[src/common/secs_pkg.sv]
// Package for the serial EEPROM command and status front end
package secs_pkg;

    // Core clock and link timing
    localparam int CLK_MHZ          = 50;
    localparam int WR_TIME_US       = 5000;
    localparam int WR_CYCLES        = WR_TIME_US * CLK_MHZ;

    // Op-code patterns with the don't-care bit 3 cleared
    localparam logic [7:0] OP_LATCH_SET   = 8'h06;
    localparam logic [7:0] OP_LATCH_CLEAR = 8'h04;
    localparam logic [7:0] OP_STATUS_RD   = 8'h05;
    localparam logic [7:0] OP_STATUS_WR   = 8'h01;
    localparam logic [7:0] OP_ARRAY_RD    = 8'h03;
    localparam logic [7:0] OP_ARRAY_WR    = 8'h02;
    localparam logic [7:0] OP_ID_RD       = 8'h83;
    localparam logic [7:0] OP_ID_WR       = 8'h82;
    localparam logic [7:0] OP_X_MASK      = 8'hF7;

    // Status register field positions and the address select bit
    localparam int BIT_BUSY   = 0;
    localparam int BIT_LATCH  = 1;
    localparam int BIT_GLO    = 2;
    localparam int BIT_GHI    = 3;
    localparam int BIT_ARM    = 7;
    localparam int ADDR_SEL10 = 10;

    // Busy status pattern and guard reset code
    localparam logic [7:0] STATUS_ALL_ONES = 8'hFF;
    localparam logic [1:0] GUARD_RST       = 2'h0;

    // Protected region bounds
    localparam logic [15:0] REG_QUARTER = 16'h6000;
    localparam logic [15:0] REG_HALF    = 16'h4000;
    localparam logic [15:0] REG_ALL     = 16'h0000;
    localparam logic [15:0] REG_TOP     = 16'h7FFF;

    // Decoded instruction kinds
    typedef enum logic [8:0] {
        CMD_NONE   = 9'b0_0000_0001,
        CMD_LSET   = 9'b0_0000_0010,
        CMD_LCLR   = 9'b0_0000_0100,
        CMD_SRD    = 9'b0_0000_1000,
        CMD_SWR    = 9'b0_0001_0000,
        CMD_ARD    = 9'b0_0010_0000,
        CMD_AWR    = 9'b0_0100_0000,
        CMD_IDRD   = 9'b0_1000_0000,
        CMD_IDWR   = 9'b1_0000_0000
    } secs_cmd_e;

    // Frame phase
    typedef enum logic [3:0] {
        PH_OPCODE = 4'b0001,
        PH_ADDR   = 4'b0010,
        PH_DATA   = 4'b0100,
        PH_OUT    = 4'b1000
    } secs_phase_e;

    // Array access request leaving the front end
    typedef struct packed {
        logic        wr;
        logic        id_page;
        logic        lock_sel;
        logic [15:0] addr;
        logic [7:0]  data;
    } secs_req_s;

    // Non-volatile image of the protection bits
    typedef struct packed {
        logic       arm;
        logic [1:0] guard;
    } secs_nv_s;

endpackage : secs_pkg

[src/hw/secs_fifo.sv]
// Small valid/ready FIFO for array requests
`timescale 1ns/1ps
module secs_fifo #(
    parameter int WIDTH = 8,
    parameter int DEPTH = 8
) (
    // Clock and reset
    input  wire logic             clk,
    input  wire logic             rst_n,
    // Fill side
    input  wire logic             in_valid,
    output logic                  in_ready,
    input  wire logic [WIDTH-1:0] in_data,
    // Drain side
    output logic                  out_valid,
    input  wire logic             out_ready,
    output logic [WIDTH-1:0]      out_data
);
    localparam int AW = $clog2(DEPTH);

    logic [WIDTH-1:0] mem_ff [DEPTH];
    logic [AW-1:0]    wp_ff;
    logic [AW-1:0]    rp_ff;
    logic [AW:0]      cnt_ff;
    logic             push;
    logic             pop;

    // Handshake terms
    assign in_ready  = (cnt_ff != (AW+1)'(DEPTH));
    assign out_valid = (cnt_ff != '0);
    assign out_data  = mem_ff[rp_ff];
    assign push      = in_valid && in_ready;
    assign pop       = out_valid && out_ready;

    // Pointers and occupancy count
    always_ff @(posedge clk or negedge rst_n) begin
        if (!rst_n) begin
            wp_ff  <= '0;
            rp_ff  <= '0;
            cnt_ff <= '0;
        end else begin
            if (push) begin
                wp_ff <= (wp_ff == AW'(DEPTH-1)) ? '0 : wp_ff + 1'b1;
            end
            if (pop) begin
                rp_ff <= (rp_ff == AW'(DEPTH-1)) ? '0 : rp_ff + 1'b1;
            end
            cnt_ff <= cnt_ff + (AW+1)'(push) - (AW+1)'(pop);
        end
    end

    // Storage writes
    always_ff @(posedge clk) begin
        if (push) begin
            mem_ff[wp_ff] <= in_data;
        end
    end
endmodule : secs_fifo

[src/hw/secs_front.sv]
// SPI slave front end: framing, op-code decode and protection status
`timescale 1ns/1ps
module secs_front
    import secs_pkg::*;
#(
    parameter int WR_CYC = secs_pkg::WR_CYCLES,
    parameter int FDEPTH = 8
) (
    // Clock and reset
    input  wire logic               core_clk,
    input  wire logic               reset_n,
    // SPI pins; inputs asynchronous to the core clock, outputs registered on it
    input  wire logic               spi_cs_n,
    input  wire logic               spi_sck,
    input  wire logic               spi_si,
    output logic                    spi_so,
    output logic                    spi_so_oe_n,
    input  wire logic               write_protect_n,
    input  wire logic               suspend_n,
    // Array request stream
    output logic                    req_valid,
    input  wire logic               req_ready,
    output secs_pkg::secs_req_s     req_data,
    // Array protection view
    output logic [15:0]             guard_base,
    output logic                    guard_any,
    output logic                    hw_guard,
    // Read data returned by the array side
    input  wire logic [7:0]         array_rdata
);
    import secs_pkg::*;

    localparam int WCW = $clog2(WR_CYC + 1);

    ////////////////////////////////////////////////////////////////////////
    // State
    typedef struct packed {
        logic [2:0]  cs_s;
        logic [2:0]  sck_s;
        logic [1:0]  si_s;
        logic [1:0]  wp_s;
        logic [1:0]  hold_s;
        secs_phase_e phase;
        secs_cmd_e   cmd;
        logic [7:0]  shreg;
        logic [2:0]  bitcnt;
        logic        addr_hi;
        logic [15:0] addr;
        logic [7:0]  outreg;
        logic        so;
        logic        so_oe_n;
        logic        latch;
        secs_nv_s    nv;
        logic        swr_ok;
        logic [7:0]  swr_data;
        logic        byte_done;
        logic [WCW-1:0] wcnt;
        logic        req_v;
        secs_req_s   req;
        logic [15:0] gbase;
        logic        gany;
        logic        hwg;
    } secs_state_s;

    secs_state_s st_ff;
    secs_state_s nxt_st;
    logic [1:0]  rst_sync_ff;
    logic        rst_n_int;
    logic        head_take;
    logic        fifo_in_ready;
    logic        fifo_out_valid;
    secs_req_s   fifo_out_data;

    // Op-code decode, bit three masked
    function automatic secs_cmd_e decode_op(input logic [7:0] op);
        logic [7:0] m;
        m = op & OP_X_MASK;
        case (m)
            OP_LATCH_SET:   decode_op = CMD_LSET;
            OP_LATCH_CLEAR: decode_op = CMD_LCLR;
            OP_STATUS_RD:   decode_op = CMD_SRD;
            OP_STATUS_WR:   decode_op = CMD_SWR;
            OP_ARRAY_RD:    decode_op = CMD_ARD;
            OP_ARRAY_WR:    decode_op = CMD_AWR;
            OP_ID_RD:       decode_op = CMD_IDRD;
            OP_ID_WR:       decode_op = CMD_IDWR;
            default:        decode_op = CMD_NONE;
        endcase
    endfunction : decode_op

    // Guard code to lowest protected address
    function automatic logic [15:0] guard_floor(input logic [1:0] g);
        case (g)
            2'h1:    guard_floor = REG_QUARTER;
            2'h2:    guard_floor = REG_HALF;
            2'h3:    guard_floor = REG_ALL;
            default: guard_floor = REG_TOP;
        endcase
    endfunction : guard_floor

    ////////////////////////////////////////////////////////////////////////
    // Released reset copy
    always_ff @(posedge core_clk or negedge reset_n) begin
        if (!reset_n) begin
            rst_sync_ff <= 2'h0;
        end else begin
            rst_sync_ff <= {rst_sync_ff[0], 1'b1};
        end
    end
    assign rst_n_int = rst_sync_ff[1];

    ////////////////////////////////////////////////////////////////////////
    // Next-state logic
    always_comb begin
        logic       cs_low;
        logic       sck_rise;
        logic       sck_fall;
        logic       held;
        logic       busy;
        logic       bit_in;
        logic [7:0] byte_in;
        logic [7:0] status;
        logic       deselect;

        nxt_st = st_ff;
        // Two-stage synchronisers, third stage for edges
        nxt_st.cs_s   = {st_ff.cs_s[1:0], spi_cs_n};
        nxt_st.sck_s  = {st_ff.sck_s[1:0], spi_sck};
        nxt_st.si_s   = {st_ff.si_s[0], spi_si};
        nxt_st.wp_s   = {st_ff.wp_s[0], write_protect_n};
        nxt_st.hold_s = {st_ff.hold_s[0], suspend_n};

        cs_low   = !st_ff.cs_s[1];
        deselect = st_ff.cs_s[1] && !st_ff.cs_s[2];
        sck_rise = st_ff.sck_s[1] && !st_ff.sck_s[2];
        sck_fall = !st_ff.sck_s[1] && st_ff.sck_s[2];
        // suspend sampled as a clean level
        held     = !st_ff.hold_s[1];
        busy     = (st_ff.wcnt != '0);
        bit_in   = st_ff.si_s[1];
        byte_in  = {st_ff.shreg[6:0], bit_in};

        nxt_st.hwg = !st_ff.wp_s[1] && st_ff.nv.arm;
        nxt_st.gbase = guard_floor(st_ff.nv.guard);
        nxt_st.gany  = (st_ff.nv.guard != GUARD_RST);

        if (busy) begin
            status = STATUS_ALL_ONES;
        end else begin
            // bits four to six read zero
            status = 8'h00;
            status[BIT_BUSY]  = 1'b0;
            status[BIT_LATCH] = st_ff.latch;
            status[BIT_GLO]   = st_ff.nv.guard[0];
            status[BIT_GHI]   = st_ff.nv.guard[1];
            status[BIT_ARM]   = st_ff.nv.arm;
        end

        if (busy) begin
            nxt_st.wcnt = st_ff.wcnt - 1'b1;
        end

        // Request handed to FIFO
        if (st_ff.req_v && fifo_in_ready) begin
            nxt_st.req_v = 1'b0;
        end

        if (!cs_low) begin
            nxt_st.so_oe_n = 1'b1;
            nxt_st.phase   = PH_OPCODE;
            nxt_st.bitcnt  = 3'h0;
            nxt_st.addr_hi = 1'b0;
            if (deselect && st_ff.byte_done && !busy) begin
                case (st_ff.cmd)
                    CMD_LSET: nxt_st.latch = 1'b1;
                    CMD_LCLR: nxt_st.latch = 1'b0;
                    CMD_SWR: begin
                        if (st_ff.swr_ok) begin
                            nxt_st.nv.guard = st_ff.swr_data[BIT_GHI:BIT_GLO];
                            // arm cannot drop under low pin
                            if (st_ff.wp_s[1] || st_ff.swr_data[BIT_ARM]) begin
                                nxt_st.nv.arm = st_ff.swr_data[BIT_ARM];
                            end
                            nxt_st.wcnt  = WCW'(WR_CYC);
                            nxt_st.latch = 1'b0;
                        end
                    end
                    CMD_AWR: begin
                        if (st_ff.latch) begin
                            nxt_st.wcnt  = WCW'(WR_CYC);
                            nxt_st.latch = 1'b0;
                        end
                    end
                    default: ;
                endcase
            end
            if (deselect) begin
                nxt_st.cmd       = CMD_NONE;
                nxt_st.byte_done = 1'b0;
                nxt_st.swr_ok    = 1'b0;
            end
        end else if (held) begin
            nxt_st.so_oe_n = 1'b1;
        end else begin
            if (st_ff.phase == PH_OUT) begin
                nxt_st.so_oe_n = 1'b0;
            end
            if (sck_rise) begin
                nxt_st.shreg     = byte_in;
                nxt_st.bitcnt    = st_ff.bitcnt + 3'h1;
                nxt_st.byte_done = (st_ff.bitcnt == 3'h7);
                if (st_ff.bitcnt == 3'h7) begin
                    case (st_ff.phase)
                        PH_OPCODE: begin
                            nxt_st.cmd = decode_op(byte_in);
                            // busy ignores all but status read
                            if (busy && decode_op(byte_in) != CMD_SRD) begin
                                nxt_st.cmd = CMD_NONE;
                            end
                            if (decode_op(byte_in) == CMD_SRD) begin
                                nxt_st.phase  = PH_OUT;
                                nxt_st.outreg = status;
                            end else if (decode_op(byte_in) == CMD_SWR) begin
                                nxt_st.phase = PH_DATA;
                            end else if (decode_op(byte_in) inside
                                         {CMD_ARD, CMD_AWR, CMD_IDRD, CMD_IDWR}) begin
                                nxt_st.phase = PH_ADDR;
                            end
                        end
                        PH_ADDR: begin
                            nxt_st.addr_hi = 1'b1;
                            if (st_ff.addr_hi) begin
                                nxt_st.addr = {st_ff.addr[15:8], byte_in};
                                if (st_ff.cmd inside {CMD_ARD, CMD_IDRD}) begin
                                    nxt_st.phase  = PH_OUT;
                                    nxt_st.outreg = array_rdata;
                                end else begin
                                    nxt_st.phase = PH_DATA;
                                end
                                // Fetch request only for the read kinds
                                if (st_ff.cmd inside {CMD_ARD, CMD_IDRD} && !nxt_st.req_v) begin
                                    nxt_st.req_v        = 1'b1;
                                    nxt_st.req.wr       = 1'b0;
                                    nxt_st.req.id_page  = st_ff.cmd inside
                                                          {CMD_IDRD, CMD_IDWR};
                                    nxt_st.req.lock_sel = st_ff.addr[ADDR_SEL10];
                                    nxt_st.req.addr     = {st_ff.addr[15:8], byte_in};
                                    nxt_st.req.data     = 8'h00;
                                end
                            end else begin
                                nxt_st.addr = {byte_in, st_ff.addr[7:0]};
                            end
                        end
                        PH_DATA: begin
                            if (st_ff.cmd == CMD_SWR) begin
                                nxt_st.swr_data = byte_in;
                                // writable only with latch and no guard
                                nxt_st.swr_ok   = st_ff.latch && !st_ff.hwg;
                            end else if (st_ff.cmd != CMD_NONE && !nxt_st.req_v) begin
                                nxt_st.req_v        = 1'b1;
                                nxt_st.req.wr       = st_ff.latch;
                                nxt_st.req.id_page  = (st_ff.cmd == CMD_IDWR);
                                nxt_st.req.lock_sel = st_ff.addr[ADDR_SEL10];
                                nxt_st.req.addr     = st_ff.addr;
                                nxt_st.req.data     = byte_in;
                                nxt_st.addr         = st_ff.addr + 16'h0001;
                            end
                        end
                        PH_OUT: begin
                            // Reload the next output byte
                            nxt_st.outreg = (st_ff.cmd == CMD_SRD) ? status : array_rdata;
                        end
                        default: nxt_st.phase = PH_OPCODE;
                    endcase
                end
            end
            if (sck_fall && st_ff.phase == PH_OUT) begin
                nxt_st.so      = st_ff.outreg[3'h7 - st_ff.bitcnt];
                nxt_st.so_oe_n = 1'b0;
            end
        end
    end

    ////////////////////////////////////////////////////////////////////////
    // State register
    always_ff @(posedge core_clk or negedge rst_n_int) begin
        if (!rst_n_int) begin
            st_ff.cs_s      <= 3'h7;
            st_ff.sck_s     <= 3'h0;
            st_ff.si_s      <= 2'h0;
            st_ff.wp_s      <= 2'h3;
            st_ff.hold_s    <= 2'h3;
            st_ff.phase     <= PH_OPCODE;
            st_ff.cmd       <= CMD_NONE;
            st_ff.shreg     <= 8'h00;
            st_ff.bitcnt    <= 3'h0;
            st_ff.addr_hi   <= 1'b0;
            st_ff.addr      <= 16'h0000;
            st_ff.outreg    <= 8'h00;
            st_ff.so        <= 1'b0;
            st_ff.so_oe_n   <= 1'b1;
            st_ff.latch     <= 1'b0;
            st_ff.nv        <= '0;
            st_ff.swr_ok    <= 1'b0;
            st_ff.swr_data  <= 8'h00;
            st_ff.byte_done <= 1'b0;
            st_ff.wcnt      <= '0;
            st_ff.req_v     <= 1'b0;
            st_ff.req       <= '0;
            st_ff.gbase     <= REG_TOP;
            st_ff.gany      <= 1'b0;
            st_ff.hwg       <= 1'b0;
        end else begin
            st_ff.cs_s      <= nxt_st.cs_s;
            st_ff.sck_s     <= nxt_st.sck_s;
            st_ff.si_s      <= nxt_st.si_s;
            st_ff.wp_s      <= nxt_st.wp_s;
            st_ff.hold_s    <= nxt_st.hold_s;
            st_ff.phase     <= nxt_st.phase;
            st_ff.cmd       <= nxt_st.cmd;
            st_ff.shreg     <= nxt_st.shreg;
            st_ff.bitcnt    <= nxt_st.bitcnt;
            st_ff.addr_hi   <= nxt_st.addr_hi;
            st_ff.addr      <= nxt_st.addr;
            st_ff.outreg    <= nxt_st.outreg;
            st_ff.so        <= nxt_st.so;
            st_ff.so_oe_n   <= nxt_st.so_oe_n;
            st_ff.latch     <= nxt_st.latch;
            st_ff.nv        <= nxt_st.nv;
            st_ff.swr_ok    <= nxt_st.swr_ok;
            st_ff.swr_data  <= nxt_st.swr_data;
            st_ff.byte_done <= nxt_st.byte_done;
            st_ff.wcnt      <= nxt_st.wcnt;
            st_ff.req_v     <= nxt_st.req_v;
            st_ff.req       <= nxt_st.req;
            st_ff.gbase     <= nxt_st.gbase;
            st_ff.gany      <= nxt_st.gany;
            st_ff.hwg       <= nxt_st.hwg;
        end
    end

    ////////////////////////////////////////////////////////////////////////
    // Request FIFO toward the array engine
    secs_fifo #(
        .WIDTH ($bits(secs_req_s)),
        .DEPTH (FDEPTH)
    ) u_fifo (
        .clk       (core_clk),
        .rst_n     (rst_n_int),
        .in_valid  (st_ff.req_v),
        .in_ready  (fifo_in_ready),
        .in_data   (st_ff.req),
        .out_valid (fifo_out_valid),
        .out_ready (head_take),
        .out_data  (fifo_out_data)
    );

    // Output register for the stream head
    logic      req_valid_ff;
    secs_req_s req_data_ff;
    // Head is free or being taken: pull the next entry
    assign head_take = !req_valid_ff || req_ready;
    always_ff @(posedge core_clk or negedge rst_n_int) begin
        if (!rst_n_int) begin
            req_valid_ff <= 1'b0;
            req_data_ff  <= '0;
        end else if (head_take) begin
            req_valid_ff <= fifo_out_valid;
            req_data_ff  <= fifo_out_data;
        end
    end

    // Outputs
    assign spi_so      = st_ff.so;
    assign spi_so_oe_n = st_ff.so_oe_n;
    assign req_valid   = req_valid_ff;
    assign req_data    = req_data_ff;
    assign guard_base  = st_ff.gbase;
    assign guard_any   = st_ff.gany;
    assign hw_guard    = st_ff.hwg;
endmodule : secs_front

[config.mk]
export PLATFORM = sky130hd
export DESIGN_NAME = secs_front
export DESIGN_NICKNAME = d
export VERILOG_FILES = /design/src/common/secs_pkg.sv /design/src/hw/secs_fifo.sv /design/src/hw/secs_front.sv
export SDC_FILE = /design/constraint.sdc
export NUM_CORES = 1
export LEC_CHECK = 0
export ABC_AREA = 1
export BUFFER_PORTS_ARGS = -buffer_cell sky130_fd_sc_hd__clkbuf_2
export CAP_MARGIN = 25
export CORE_MARGIN = 2
export CORE_UTILIZATION = 55
export DETAILED_ROUTE_END_ITERATION = 6
export HOLD_SLACK_MARGIN = 0.05
export PLACE_DENSITY = 0.79
export SYNTH_ARGS = -nofsm -noshare
export SYNTH_HDL_FRONTEND = slang
export SYNTH_HIERARCHICAL = 1
export SYNTH_SLANG_ARGS = --single-unit
[constraint.sdc]
create_clock -name core_clk -period 5.3 [get_ports core_clk]
set_clock_uncertainty 0.1 [all_clocks]
set_input_delay 1.06 -clock core_clk [delete_from_list [all_inputs] [get_ports core_clk]]
set_output_delay 1.06 -clock core_clk [all_outputs]
set_load 0.01 [all_outputs]
==> results of run 1 <==
cells by family after synthesis:
logic type | count (synthesis) | synth area share
fa+ha+maj | 15 | 0.0109
simple gates | 1012 | 0.246
xor+xnor | 19 | 0.00933
compound gates | 99 | 0.0326
buf+inv | 400 | 0.0933
mux | 27 | 0.0171
flops | 377 | 0.591
other cells | 2 | 0.000421
critical path, delay by kind of cell (launching register included):
family	cells	cell delay, ns
buffers and inverters	3	1.69
and+or+nand+nor	5	0.43
DFF	1	0.38
muxes	1	0.26
final timing paths:
path | startpoint | slack, ns | endpoint
setup / recovery | u_fifo/rp_ff[0] | 2.24 | req_data[5]
hold / removal | rst_sync_ff[1] | 0.15 | st_ff[60]
setup reg to reg | u_fifo/rp_ff[0] | 2.24 | req_data[5]
hold reg to reg | rst_sync_ff[1] | 0.15 | st_ff[60]
max in group asynchronous | rst_sync_ff[1] | 4.12 | u_fifo/rp_ff[0]
min in group core_clk | nxt_st[134] | 0.25 | st_ff[134]
cell usage after synthesis (5+ instances only):
master	number	area, um2
nor2_2	12	75.1
nor2_1	95	357
a21oi_1	8	40.0
nor3_1	20	100
nand4_1	21	131
o31ai_1	5	37.5
buf_2	24	120
nand3_1	181	906
nand2_1	645	2420
nor2_4	5	56.3
inv_2	9	33.8
buf_6	7	78.8
buf_4	21	158
o21ai_0	53	265
nand2_2	11	68.8
o22ai_1	7	43.8
o21ai_1	12	60.1
mux2_2	27	304
xor2_1	18	158
dfstp_2	13	342
dfrtp_1	148	3700
ha_1	14	175
inv_1	319	1200
clkbuf_1	17	63.8
edfxtp_1	216	6490
state kept, by name (all words and copies together) (netlist names):
name           flops
u_fifo/cnt_ff      4
nxt_st             7
u_fifo/mem_ff    216
guard_base         3
spi_so             1
st_ff            107
spi_so_oe_n        1
hw_guard           1
u_fifo/rp_ff       3
req_data          27
req_valid          1
u_fifo/wp_ff       3
guard_any          1
rst_sync_ff        2
final cells by class:
cell class	count	area share
Sequential cell	377	0.535
Inverter	329	0.0627
Multi-Input combinational cell	1174	0.288
Clock inverter	19	0.00801
Tap cell	402	0.0256
Timing Repair Buffer	82	0.0257
Clock buffer	53	0.0544
where the power goes:
group / switching, W / internal (W)
clock: 0.00110 / 0.00152
combinational: 0.00129 / 0.000676
sequential: 0.000124 / 0.00325
per-layer routing:
| layer | track usage | wire, um |
|---|---|---|
| met1 | 0.316 | 16200 |
| met2 | 0.409 | 19800 |
| met3 | 0.0359 | 2850 |
| met4 | 0.0835 | 1030 |
| met5 | 0 | 0 |
metrics by stage:
step | cells | total power (W) | utilization
2_1_floorplan | 1951 | 0.00483 | -
3_3_place_gp | 2362 | 0.00527 | 0.580
3_5_place_dp | 2363 | 0.00537 | 0.581
4_1_cts | 2435 | 0.00799 | 0.620
5_1_grt | 2436 | 0.00840 | 0.621
6_report | 2436 | 0.00796 | 0.621
==> results.ini, run 1 <==
[finish]
multi_input_area_um2 = 5670
final_common_cell = nand2_1
seqCellArea_um2 = 10500
antenna_cells = 0
layout.nets = 2034
final_area_um2 = 19700
nFillCells = 2483
area_growth_pct = 10.4
final_cell_mix = nand2_1, inv_1, edfxtp_1
drive_gt1_frac = 0.121

[sta]
fmax_mhz = 326
fin_crit_sh = 0.578
holdWs_ns = 0.153
setup_violations = 0
setup_ws_ns = 2.24
fin_tns_setup_ns = 0
hold_viol = 0
slew_viol_final = 0
finalCriticalPeriod_ns = 3.06
tightest_slew_ns = 0.978
rsz0062_at_grt = no
slew_headroom = 0.347

[synthesis]
syn_area_per_cell_um2 = 9.14
synth_area_um2 = 17800
ys_warn_count = 6
yosysSeqAreaShare = 0.591
ys_ff_latch = 377
synth_edf_count = 216
synthFlopType = edfxtp_1
syn_inst = 1951
synth_cell_type_count = 50
ys_async_sr_fraction = 0.427
syn_nets = 1982

[routing]
antenna_left = 0
wl_per_cell_um = 16.4
route.detailed.drc = 0
routed_wl_um = 39900
drtIter0Drc = 1456
vias = 13077
detail_route.first_pass.iterations = 6
vias_per_cell = 5.37

[cts]
htree_levels = 2
clk_root_buffer_cell = clkbuf_16
cts_resized = 0
cts_buffers = 39
cts_setup_buffers = 0
cts_tree = built
clk_pin_slew_ns = 0.06
clockBufferDepth = 3
clock_latency_ns = 0.53
hold_buffers = 0
clock_sinks = 377

[critical_path]
path_common_cell = nand2_1
cp.arrival_ns = 3.38
cp_slowest_cell = inv_2
endpoint_kind = flip-flop
criticalPathCategory = reg2reg
path_cells = buf_4 -> inv_2 -> buf_4 -> nand2_1 -> nand3_1 -> nand2_1 -> nand2_1 -> nand2_1 -> mux2_2
crit_fanout = 59
max_stage_delay_ns = 0.74
cp_data_required_time_ns = 5.62
cp-start-kind = flip-flop
rr_worst_depth = 9

[power]
powerDensity_nw_per_um2 = 404
ir_worst_vdd_uv = 456
p_leak_nw = 9.42

[placement]
post-place-ws_ns = 2.19
place.detailed.hpwl_um = 24500
placed_area_um2 = 18400
portBuffers = 62
place_congestion = 0.923

[floorplanning]
initial_core_util = 0.562
die_width_um = 184
io_pins = 64
die_area_um2 = 33900
coreArea_um2 = 31700
die_h_um = 184
num_rows = 65

[global_routing]
grt_pass1_wl_um = 64500
grt_pass1_vias = 12746
grt_start_max_net_pins = 81
antenna_found_initial = 0
grt_overflow = 0
grt_usage = 0.240

[status]
status = finished clean

[hold_path]
hp-class = reg2async

[job]
maxCapViolCount = 0

(Power assumes the default switching activity.)
==> inputs of run 2 (changes only) <==
- clock period: 5.3 -> 3.05 ns (I/O delays scaled with it)
==> run 2 against run 1 <==
  * The flow now finishes with violations (design-rule violations)
  * First-iteration DRC count fell by 29%
  * Power increased by 77%
  * Sequential power increased by 73%
  * Non-clock buffer count grew 8
  * Sequential share of layout area decreased by 0.46 points
  * Critical path type unchanged
  * Utilization rose by 0.54 points
  * Clock-buffer cell count is 4 higher
  * Largest cell class unchanged
  * Via count shrank 0.96%
  * Clock power rose by 81%
  * Combinational power grew 79%
  * Register-to-register slack worse by 1.5 ns
==> results.ini, run 2 (synthesis results as in run 1) <==
[cts]
htree_levels = 2  ; unchanged
cts_buffers = 41  ; was 39
clk_root_buffer_cell = clkbuf_16  ; unchanged
clockBufferDepth = 3  ; unchanged
clock_latency_ns = 0.53  ; about the same
cts_tree = built  ; unchanged
clock_sinks = 377  ; unchanged
cts_resized = 0  ; unchanged
clk_pin_slew_ns = 0.06  ; about the same

[routing]
wl_met2_um = 19000  ; was 19800 um
antenna_left = 0  ; unchanged
wl_met3_um = 2330  ; was 2850 um
detail_route.first_pass.iterations = 7  ; was 6
met1_length_um = 16300  ; was 16200 um
vias = 12952  ; was 13.1k
routed.top_layer = met4  ; unchanged
vias_per_cell = 5.29  ; was 5.37
wl_per_cell_um = 15.8  ; was 16.4 um
drtIter0Drc = 1039  ; was 1456
route.detailed.drc = 2  ; was 0
routed_wl_um = 38600  ; was 39900 um

[critical_path]
crit_fanout = 15  ; was 59
cp_data_required_time_ns = 3.35  ; was 5.62 ns
cp.arrival_ns = 2.66  ; was 3.38 ns
criticalPathCategory = reg2reg  ; unchanged
cp-start-kind = flip-flop  ; unchanged
endpoint_kind = flip-flop  ; unchanged

[finish]
final_common_cell = nand2_1  ; unchanged
largest_reg_flops = 216  ; unchanged
drive_gt1_frac = 0.128  ; was 0.121
top_register = u_fifo/mem_ff  ; unchanged
multi_input_area_um2 = 5670  ; unchanged
fin_util = 0.626  ; was 0.621
antenna_cells = 0  ; unchanged
seqCellArea_um2 = 10500  ; unchanged
area_growth_pct = 11.4  ; was 10.4%
final_cell_mix = nand2_1, inv_1, edfxtp_1  ; unchanged
nFillCells = 2491  ; was 2483
layout.nets = 2044  ; was 2034

[floorplanning]
io_pins = 64  ; unchanged
die_area_um2 = 33900  ; unchanged
die_h_um = 184  ; unchanged
die_width_um = 184  ; unchanged
num_rows = 65  ; unchanged
initial_core_util = 0.562  ; unchanged
coreArea_um2 = 31700  ; unchanged

[sta]
rsz0062_at_grt = no  ; unchanged
tightest_slew_ns = 0.786  ; was 0.978 ns
hold_viol = 0  ; unchanged
fmax_mhz = 425  ; was 326 MHz
finalCriticalPeriod_ns = 2.35  ; was 3.06 ns
setup_violations = 0  ; unchanged
holdWs_ns = 0.0949  ; was 0.153 ns
fin_crit_sh = 0.772  ; was 0.578
slew_headroom = 0.475  ; was 0.347
slew_viol_final = 0  ; unchanged

[global_routing]
grt_usage = 0.234  ; was 0.240
antenna_found_initial = 0  ; unchanged
grt_overflow = 0  ; unchanged
grt_pass1_wl_um = 63000  ; was 64500 um
grt_start_max_net_pins = 111  ; was 81
grt_pass1_vias = 12584  ; was 12.7k

[status]
failed_checks = design-rule violations
status = finished, violations left  ; was finished clean

[power]
powerDensity_nw_per_um2 = 709  ; was 404 nW/um2
ir_worst_vdd_uv = 919  ; was 456 uV
power_switching_share = 0.316  ; about the same
p_comb_frac = 0.250  ; was 0.248
p_seq_frac = 0.413  ; was 0.424
p_clk_frac = 0.337  ; was 0.329
p_leak_nw = 9.51  ; was 9.42 nW
p_int_w = 0.00963  ; was 0.00544 W
power_switching_w = 0.00445  ; was 0.00252 W

[placement]
place.detailed.hpwl_um = 24400  ; was 24500 um
place_congestion = 0.903  ; was 0.923
portBuffers = 62  ; unchanged

[job]
maxCapViolCount = 0  ; unchanged

[hold_path]
hp-class = in2reg  ; was reg2async

-- run 2: cell count changes in the layout (fill, tap and decap cells not counted), moves of 3 or more --
| cell | before | now |
|---|---|---|
| clkbuf_16 | 40 | 43 |
| dlygate4sd3_1 | 0 | 4 |
| clkinv_1 | 8 | 1 |
| clkinv_2 | 6 | 11 |
| buf_12 | 2 | 5 |
-- run 2: worst paths after layout --
check,slack (ns),cells past startpoint,to,startpoint
worst max-delay path,0.70,11,st_ff[29],u_fifo/cnt_ff[2]
worst min-delay path,0.09,1,nxt_st[136],spi_sck
worst min register to register,0.24,0,st_ff[109],rst_sync_ff[1]
min in group asynchronous,0.24,0,st_ff[109],rst_sync_ff[1]
worst max register to register,0.70,11,st_ff[29],u_fifo/cnt_ff[2]
max in group asynchronous,1.83,1,nxt_st[140],rst_sync_ff[1]
-- run 2: critical path, cell delays in order, from the launching register on --
cell and delay [ns]:
dfrtp_1 0.36, inv_1 0.10, ha_1 0.17, nand3_1 0.13, nor2_1 0.29, inv_1 0.22, nand2_1 0.16, nor2_4 0.05
nand2_1 0.36, o21ai_0 0.14, nand2_1 0.10, nand2_1 0.06
-- run 2: timing repair --
action / 4_1_cts / 5_1_grt
buffers inserted: 0 / 0
hold endpoints to repair: 5 / 0
hold buffers: 4 / 0
-- run 2: per-stage QoR --
stage,worst slack (ns),total power (W),instance area [um2],TNS (ns),std cells
4_1_cts,0.711,0.0141,19900,0,2448
5_1_grt,0.451,0.0148,19900,0,2448
3_5_place_dp,0.746,0.00941,18500,0,2368
2_1_floorplan,-0.294,0.00840,17800,-63.40,1951
3_3_place_gp,0.818,0.00929,18500,0,2368
6_report,0.696,0.0141,19900,0,2448
-- run 2: layer usage --
metal / global-route usage / vias to the layer above
met4: 0.0733 / 0
met5: 0 / -
met1: 0.305 / 6110
li1: - / 6297
met3: 0.0309 / 96
met2: 0.407 / 449
-- run 2: area by class of cell --
cell class	instances	area share
multi-input combinational	1174	0.286
tap	402	0.0253
inverter	329	0.0622
clock buffer	57	0.0584
clock inverter	19	0.00769
timing repair buffer	90	0.0299
sequential	377	0.531
-- run 2: power groups by stage --
stage               Sequential (W)  Combinational [W]  Clock (W)
floorplan                  0.00600            0.00241          0
global route               0.00585            0.00394    0.00502
CTS                        0.00583            0.00351    0.00481
finish                     0.00582            0.00352    0.00474
global placement           0.00591            0.00338          0
detailed placement         0.00593            0.00348          0
